==> config.mk <==
export PLATFORM = sky130hd
export DESIGN_NAME = tscr_status_regs
export DESIGN_NICKNAME = d
export VERILOG_FILES = /design/src/inc/tscr_pkg.sv /design/src/design/tscr_code_slot.sv /design/src/design/tscr_status_regs.sv
export SDC_FILE = /design/constraint.sdc
export NUM_CORES = 1
export LEC_CHECK = 0
export BUFFER_PORTS_ARGS = -buffer_cell sky130_fd_sc_hd__buf_2
export CAP_MARGIN = 15
export CORE_MARGIN = 2
export CORE_UTILIZATION = 54
export CTS_BUF_LIST = sky130_fd_sc_hd__clkbuf_4
export CTS_CLUSTER_SIZE = 24
export DETAILED_ROUTE_END_ITERATION = 8
export PLACE_DENSITY = 0.87
export SLEW_MARGIN = 40
export SYNTH_ARGS = -nofsm -noshare
export SYNTH_HDL_FRONTEND = slang
export SYNTH_SLANG_ARGS = --single-unit
export TNS_END_PERCENT = 100
==> constraint.sdc <==
create_clock -name clock -period 3.3 [get_ports clock]
set_clock_uncertainty 0.05 [all_clocks]
set_input_delay 0.165 -clock clock [delete_from_list [all_inputs] [get_ports clock]]
set_output_delay 0.165 -clock clock [all_outputs]
set_load 0.05 [all_outputs]
==> src/inc/tscr_pkg.sv <==
// ****************************************************************************
// Status code register group: shared constants.
// ****************************************************************************
package tscr_pkg;

  // **************************************************************************
  // Register offsets on the serial register port.
  // **************************************************************************
  localparam logic [7:0] TSCR_OFF_APP = 8'h04;
  localparam logic [7:0] TSCR_OFF_MEAS = 8'h05;
  localparam logic [7:0] TSCR_OFF_ALG = 8'h06;
  localparam logic [7:0] TSCR_OFF_CAL = 8'h07;
  localparam logic [7:0] TSCR_OFF_CMD = 8'h08;
  localparam logic [7:0] TSCR_OFF_INT_FLAG = 8'hE1;
  localparam logic [7:0] TSCR_OFF_INT_MASK = 8'hE2;

  // **************************************************************************
  // Field positions, reset values and commands.
  // **************************************************************************
  localparam int TSCR_IRQ_BIT = 6;
  localparam logic [7:0] TSCR_CODE_RESET = 8'h00;
  localparam logic [7:0] TSCR_CODE_NONE = 8'h00;
  localparam logic TSCR_FLAG_RESET = 1'b0;
  localparam logic TSCR_MASK_RESET = 1'b0;
  localparam logic [7:0] TSCR_CMD_MEASURE = 8'h10;
  localparam logic [7:0] TSCR_CMD_CLEAR = 8'h11;
  localparam int TSCR_EV_MAX = 6;

  // **************************************************************************
  // Code tables, entry 0 has the highest priority.
  // **************************************************************************
  localparam logic [5:0][7:0] TSCR_APP_CODES = {8'h00, 8'h05, 8'h04, 8'h03, 8'h02, 8'h01};
  localparam logic [5:0][7:0] TSCR_MEAS_CODES = {8'h18, 8'h17, 8'h16, 8'h15, 8'h12, 8'h11};
  localparam logic [5:0][7:0] TSCR_ALG_CODES = {8'h00, 8'h00, 8'h00, 8'h23, 8'h22, 8'h21};
  localparam logic [5:0][7:0] TSCR_CAL_CODES = {8'h00, 8'h00, 8'h00, 8'h00, 8'h32, 8'h31};
  localparam int TSCR_APP_N = 5;
  localparam int TSCR_MEAS_N = 6;
  localparam int TSCR_ALG_N = 3;
  localparam int TSCR_CAL_N = 2;

  // Shutdown code reported when the measurement machine is forced down.
  localparam logic [7:0] TSCR_APP_SHUTDOWN = 8'h02;
  localparam int TSCR_APP_SHUTDOWN_IDX = 1;

  // Returns the first code whose event bit is set, or zero when none is.
  function automatic logic [7:0] tscr_pick(input logic [5:0] ev,
                                           input logic [5:0][7:0] tab,
                                           input int n);
    logic [7:0] code;
    code = TSCR_CODE_NONE;
    for (int i = TSCR_EV_MAX - 1; i >= 0; i--) begin
      if (i < n && ev[i]) begin
        code = tab[i];
      end
    end
    return code;
  endfunction

endpackage

==> src/design/tscr_code_slot.sv <==
`timescale 1ns/1ps
// ****************************************************************************
// One coded status register: holds the last code until cleared or replaced.
// ****************************************************************************
module tscr_code_slot (
  input wire logic clock,
  input wire logic rst_b,
  input wire logic clear,
  input wire logic load,
  input wire logic [7:0] load_code,
  output logic [7:0] code_q
);

  typedef struct packed {
    logic [7:0] code;
  } tscr_slot_s;

  tscr_slot_s state_reg;
  tscr_slot_s state_next;

  // A new code wins over a clear in the same cycle so no event is lost.
  always_comb begin
    state_next = state_reg;
    if (load) begin
      state_next.code = load_code;
    end else if (clear) begin
      state_next.code = tscr_pkg::TSCR_CODE_NONE;
    end
  end

  // State register, zero after reset.
  always_ff @(posedge clock or negedge rst_b) begin
    if (!rst_b) begin
      state_reg <= '{code: tscr_pkg::TSCR_CODE_RESET};
    end else begin
      state_reg <= state_next;
    end
  end

  assign code_q = state_reg.code;
endmodule

==> src/design/tscr_status_regs.sv <==
`timescale 1ns/1ps
module tscr_status_regs (
  input wire logic clock,
  input wire logic rst_b,
  input wire logic [7:0] reg_addr,
  input wire logic reg_rd,
  input wire logic reg_wr,
  input wire logic [7:0] reg_wdata,
  output logic [7:0] reg_rdata,
  output logic reg_rvalid,
  input wire logic histogram_ram_selftest_fail,
  input wire logic measurement_stop_failed,
  input wire logic sleep_timer_range_fault,
  input wire logic unplanned_reset_seen,
  input wire logic unprogrammed_fuse_warning,
  input wire logic emitter_eye_safety_fault,
  input wire logic breakdown_voltage_search_fault,
  input wire logic extra_configuration_fault,
  input wire logic start_before_setup_fault,
  input wire logic buffer_double_return_fault,
  input wire logic converter_lockup_fault,
  input wire logic electrical_cal_fault,
  input wire logic electrical_cal_missing_buffer,
  input wire logic electrical_cal_index_mismatch,
  input wire logic absent_factory_cal_warning,
  input wire logic factory_cal_mask_mismatch,
  output logic measurement_forced_shutdown,
  output logic status_nonzero_irq_flag,
  output logic int_pin_o,
  output logic int_pin_oe_b
);

  // **************************************************************************
  // State of the block.
  // **************************************************************************
  typedef struct packed {
    logic irq_flag;
    logic irq_mask;
    logic [7:0] rdata;
    logic rvalid;
    logic shutdown;
  } tscr_state_s;

  tscr_state_s state_reg;
  tscr_state_s state_next;

  logic [5:0] app_ev;
  logic [5:0] meas_ev;
  logic [5:0] alg_ev;
  logic [5:0] cal_ev;
  logic [7:0] app_load_code;
  logic [7:0] meas_load_code;
  logic [7:0] alg_load_code;
  logic [7:0] cal_load_code;
  logic app_load;
  logic meas_load;
  logic alg_load;
  logic cal_load;
  logic clear_all;
  logic any_nonzero_load;
  logic [7:0] app_code;
  logic [7:0] meas_code;
  logic [7:0] alg_code;
  logic [7:0] cal_code;

  // **************************************************************************
  // Event collection and encoding.
  // **************************************************************************

  // Each register gathers its events in priority order, lowest code first.
  assign app_ev = {1'b0, unprogrammed_fuse_warning, unplanned_reset_seen,
                   sleep_timer_range_fault, measurement_stop_failed,
                   histogram_ram_selftest_fail};
  assign meas_ev = {converter_lockup_fault, buffer_double_return_fault,
                    start_before_setup_fault, extra_configuration_fault,
                    breakdown_voltage_search_fault, emitter_eye_safety_fault};
  assign alg_ev = {3'h0, electrical_cal_index_mismatch,
                   electrical_cal_missing_buffer, electrical_cal_fault};
  assign cal_ev = {4'h0, factory_cal_mask_mismatch, absent_factory_cal_warning};

  // Only listed codes come out of the tables; deprecated ones have no entry.
  assign app_load_code = tscr_pkg::tscr_pick(app_ev, tscr_pkg::TSCR_APP_CODES,
                                             tscr_pkg::TSCR_APP_N);
  assign meas_load_code = tscr_pkg::tscr_pick(meas_ev, tscr_pkg::TSCR_MEAS_CODES,
                                              tscr_pkg::TSCR_MEAS_N);
  assign alg_load_code = tscr_pkg::tscr_pick(alg_ev, tscr_pkg::TSCR_ALG_CODES,
                                             tscr_pkg::TSCR_ALG_N);
  assign cal_load_code = tscr_pkg::tscr_pick(cal_ev, tscr_pkg::TSCR_CAL_CODES,
                                             tscr_pkg::TSCR_CAL_N);

  // A register loads only when one of its events fires.
  assign app_load = |app_ev;
  assign meas_load = |meas_ev;
  assign alg_load = |alg_ev;
  assign cal_load = |cal_ev;

  // Clear-status and measurement-start commands both clear all four code registers.
  assign clear_all = reg_wr && reg_addr == tscr_pkg::TSCR_OFF_CMD &&
                     (reg_wdata == tscr_pkg::TSCR_CMD_CLEAR ||
                      reg_wdata == tscr_pkg::TSCR_CMD_MEASURE);

  // Any register taking a nonzero code raises the status flag.
  assign any_nonzero_load = app_load || meas_load || alg_load || cal_load;

  // **************************************************************************
  // The four coded status registers.
  // **************************************************************************
  tscr_code_slot u_app_slot (
    .clock(clock),
    .rst_b(rst_b),
    .clear(clear_all),
    .load(app_load),
    .load_code(app_load_code),
    .code_q(app_code)
  );

  tscr_code_slot u_meas_slot (
    .clock(clock),
    .rst_b(rst_b),
    .clear(clear_all),
    .load(meas_load),
    .load_code(meas_load_code),
    .code_q(meas_code)
  );

  tscr_code_slot u_alg_slot (
    .clock(clock),
    .rst_b(rst_b),
    .clear(clear_all),
    .load(alg_load),
    .load_code(alg_load_code),
    .code_q(alg_code)
  );

  tscr_code_slot u_cal_slot (
    .clock(clock),
    .rst_b(rst_b),
    .clear(clear_all),
    .load(cal_load),
    .load_code(cal_load_code),
    .code_q(cal_code)
  );

  // **************************************************************************
  // Register port, interrupt flag and shutdown request.
  // **************************************************************************

  // Next-state logic for the port, the flag, the mask and the shutdown pulse.
  always_comb begin
    state_next = state_reg;
    state_next.rvalid = reg_rd;
    state_next.shutdown = measurement_stop_failed;
    if (reg_rd) begin
      unique case (reg_addr)
        tscr_pkg::TSCR_OFF_APP: state_next.rdata = app_code;
        tscr_pkg::TSCR_OFF_MEAS: state_next.rdata = meas_code;
        tscr_pkg::TSCR_OFF_ALG: state_next.rdata = alg_code;
        tscr_pkg::TSCR_OFF_CAL: state_next.rdata = cal_code;
        tscr_pkg::TSCR_OFF_INT_FLAG: begin
          state_next.rdata = 8'h00;
          state_next.rdata[tscr_pkg::TSCR_IRQ_BIT] = state_reg.irq_flag;
        end
        tscr_pkg::TSCR_OFF_INT_MASK: begin
          state_next.rdata = 8'h00;
          state_next.rdata[tscr_pkg::TSCR_IRQ_BIT] = state_reg.irq_mask;
        end
        default: state_next.rdata = 8'h00;
      endcase
    end
    if (reg_wr && reg_addr == tscr_pkg::TSCR_OFF_INT_MASK) begin
      state_next.irq_mask = reg_wdata[tscr_pkg::TSCR_IRQ_BIT];
    end
    // Writing one clears the flag, but a new nonzero code sets it again.
    if (reg_wr && reg_addr == tscr_pkg::TSCR_OFF_INT_FLAG &&
        reg_wdata[tscr_pkg::TSCR_IRQ_BIT]) begin
      state_next.irq_flag = 1'b0;
    end
    if (any_nonzero_load) begin
      state_next.irq_flag = 1'b1;
    end
  end

  // State register of the block.
  always_ff @(posedge clock or negedge rst_b) begin
    if (!rst_b) begin
      state_reg <= '{irq_flag: tscr_pkg::TSCR_FLAG_RESET,
                     irq_mask: tscr_pkg::TSCR_MASK_RESET,
                     rdata: tscr_pkg::TSCR_CODE_RESET,
                     rvalid: 1'b0,
                     shutdown: 1'b0};
    end else begin
      state_reg <= state_next;
    end
  end

  // Outputs: the interrupt pin is pulled low only while flag and mask are set.
  assign reg_rdata = state_reg.rdata;
  assign reg_rvalid = state_reg.rvalid;
  assign measurement_forced_shutdown = state_reg.shutdown;
  assign status_nonzero_irq_flag = state_reg.irq_flag;
  assign int_pin_o = 1'b0;
  assign int_pin_oe_b = !(state_reg.irq_flag && state_reg.irq_mask);

  // Mask copy for the pin check, declared ahead of its first use.
  logic irq_mask_q;
  assign irq_mask_q = state_reg.irq_mask;
endmodule

==> reports/qor.yml <==
synth_cell_types: 41
cts.path.max_buffers: 2
critical_path_arrival_ps: 1650
path_cells: "dlygate4sd3_1, buf_2, or3_1, nor3_1, a311o_1"
min_period_over_period_pct: 43.9
max_cap_violations: 0
ys_ff_latch: 25
placed_area_sq_um: 1530
p_int_mw: 0.412
fmax_mhz: 690
ys_seq_area_share_pct: 47.5
p_comb_share_pct: 17.0
cpMaxStageDelayCell: "dlygate4sd3_1"
worst-r2r-setup-slack_ps: 2100
ctsResizeCount: 0
cp_data_required_time_ps: 3500
leakage_nw: 0.745
synth_ff_type: "dfrtp_1"
ios: 49
cts_setup_buffers: 0
portBuffers: 45
tritoncts: "built"
sw_frac_of_total_pct: 26.3
async_reset_ff_share_pct: 100
fin_hold_ws_ps: 19.2
cts_sinks: 25
postLayoutCoreUtil_pct: 70.3
crit_fanout: 4
post_drt_via_cell_ratio: 5.68
pwr-share-clk_pct: 25.1
path_clk_slew_ps: 130
drt-initial-drc-count: 26
min_period_ps: 1450
hold_viol_final: 0
rsz0062_at_grt: "false"
syn-cell-area_sq_um: 1320
fin_nets: 202
die_area_sq_um: 2850
avgSynthCellArea_sq_um: 11.1
p_switching_mw: 0.147
start_kind: "input pin"
place_congestion: 0.861
finalSetupTns_ps: 0
setup_viol: 0
finalWorstSetupSlack_ps: 1850
drc: 0
cts-root-buf: "clkbuf_4"
grt.total_usage_pct: 23.9
n_antenna_cell: 0
path_class: "in2reg"
dieWidth_um: 53.4
area_growth_pct: 20.3
final_area_sq_um: 1580
synth_edf_count: 0
overflow: 0
netlist_instances: 119
hpwl_mm: 2.33
cts_max_level: 1
max_slew_margin_pct: 63.8
vias: 1096
final_antenna_net_count: 0
drt_wl_total_mm: 2.97
start_util_pct: 58.4
maxSlewViolCount: 0
synth_warnings: 0
grt_pass1_wl_mm: 4.95
antenna_found_initial: 0
coreArea_sq_um: 2250
end_kind: "flop"
worst_pin_slew_ps: 543
rows: 17
status: "finished clean"
cts_hold_buf: 2
grt_pass1_vias: 1119
cpPeakStageDelay_ps: 530
power_density_nw_per_um2: 353
dr.pass1.iters: 4
seqPwrFrac_pct: 57.9
grt_max_degree: 26
die_h_um: 53.4
ir_drop_mv: 0.279
wl_per_cell_um: 15.4
clkLatencyLatePin_ps: 300
hold_class: "in2reg"
preCtsSetupSlack_ps: 1840
numCtsBuffers: 3
drive_above_1_share_pct: 37.6
[final cells by class]
| class | count | area (sq um) |
|---|---|---|
| timing repair buffer | 47 | 245 |
| sequential | 25 | 626 |
| fill | 180 | 671 |
| tap | 28 | 35.0 |
| multi-input combinational | 76 | 599 |
| clock buffer | 4 | 30.0 |
| inverter | 13 | 48.8 |
[metal layers]
layer / up-vias / track usage (%) / part of all wire [%]
li1: 534 / - / -
met5: - / 0 / 0
met3: 4 / 3.11 / 4.7
met2: 39 / 41.6 / 52
met4: 0 / 8.12 / 1.1
met1: 519 / 30.3 / 42
[state kept, by name, indices dropped and copies added, names as in the netlist]
| name | count |
|---|---|
| reg_rdata | 7 |
| u_meas_slot.code_q | 5 |
| u_alg_slot.code_q | 3 |
| u_app_slot.code_q | 3 |
| u_cal_slot.code_q | 3 |
| irq_mask_q | 1 |
| measurement_forced_shutdown | 1 |
| reg_rvalid | 1 |
| status_nonzero_irq_flag | 1 |
[synthesized netlist by cell type (3+ instances only)]
cell type   n  area share, %
a31o_2      3            2.0
nand2_1     6            1.7
mux2_2      3            2.6
dfrtp_1    25             48
nor3_1      4            1.5
a21oi_1     3            1.1
nand3b_1    4            2.3
o21ai_0     3            1.1
nand2b_1    3            1.4
inv_1      13            3.7
o22ai_1     9            4.3
nor2_1      4            1.1
[per-stage QoR]
step                      power [mW]  instances
after floorplan                0.380        120
after global placement         0.418        187
after detailed placement       0.423        187
after CTS                      0.564        193
after global routing           0.585        193
final                          0.559        193
[cells in the final DEF, fill, tap and decap left out, types with 2 or more instances in the layout]
cell type       n
buf_2          45
dfrtp_1        25
inv_1          13
o22ai_1         9
nand2_1         6
nor2_1          4
nand3b_1        4
nor3_1          4
clkbuf_4        4
a31o_2          3
nand2b_1        3
a21oi_1         3
o21ai_0         3
mux2_2          3
nor4_4          2
or3_1           2
a311o_1         2
nand3_1         2
o32ai_1         2
nor2b_1         2
nand4b_1        2
mux4_1          2
conb_1          2
dlygate4sd3_1   2
[power by group through the flow]
stage          sequential, mW  clock (mW)  combinational [mW]
2_1_floorplan           0.333           0              0.0471
3_3_place_gp            0.329           0              0.0892
3_5_place_dp            0.330           0              0.0934
4_1_cts                 0.324       0.145              0.0955
5_1_grt                 0.325       0.156               0.104
6_report                0.324       0.140              0.0953
[critical path, delay by kind of cell]
kind	cells	cell delay, ps
buf+inv	2	670
simple gates	2	620
compound gates	1	200
[cells by family (layout without fill, tap and decap cells)]
family / Yosys count / count (layout) / share of synthesized area, %
compound gates: 28 / 28 / 15.2
other cells: 1 / 2 / 0.285
buf+inv: 19 / 64 / 7.22
mux: 6 / 6 / 7.32
flops: 25 / 25 / 47.5
simple gates: 40 / 40 / 22.4
[worst paths after layout]
| path | from | to | depth (start not counted) |
|---|---|---|---|
| setup reg to reg | u_alg_slot.code_q[1] | reg_rdata[1] | 3 |
| min in group asynchronous | rst_b | reg_rdata[0] | 2 |
| setup / recovery | measurement_stop_failed | u_app_slot.code_q[0] | 5 |
| hold / removal | reg_rd | reg_rvalid | 1 |
| hold reg to reg | u_alg_slot.code_q[5] | u_alg_slot.code_q[5] | 1 |
| max in group asynchronous | rst_b | u_app_slot.code_q[0] | 2 |
Power figures use the tool's default switching activity.
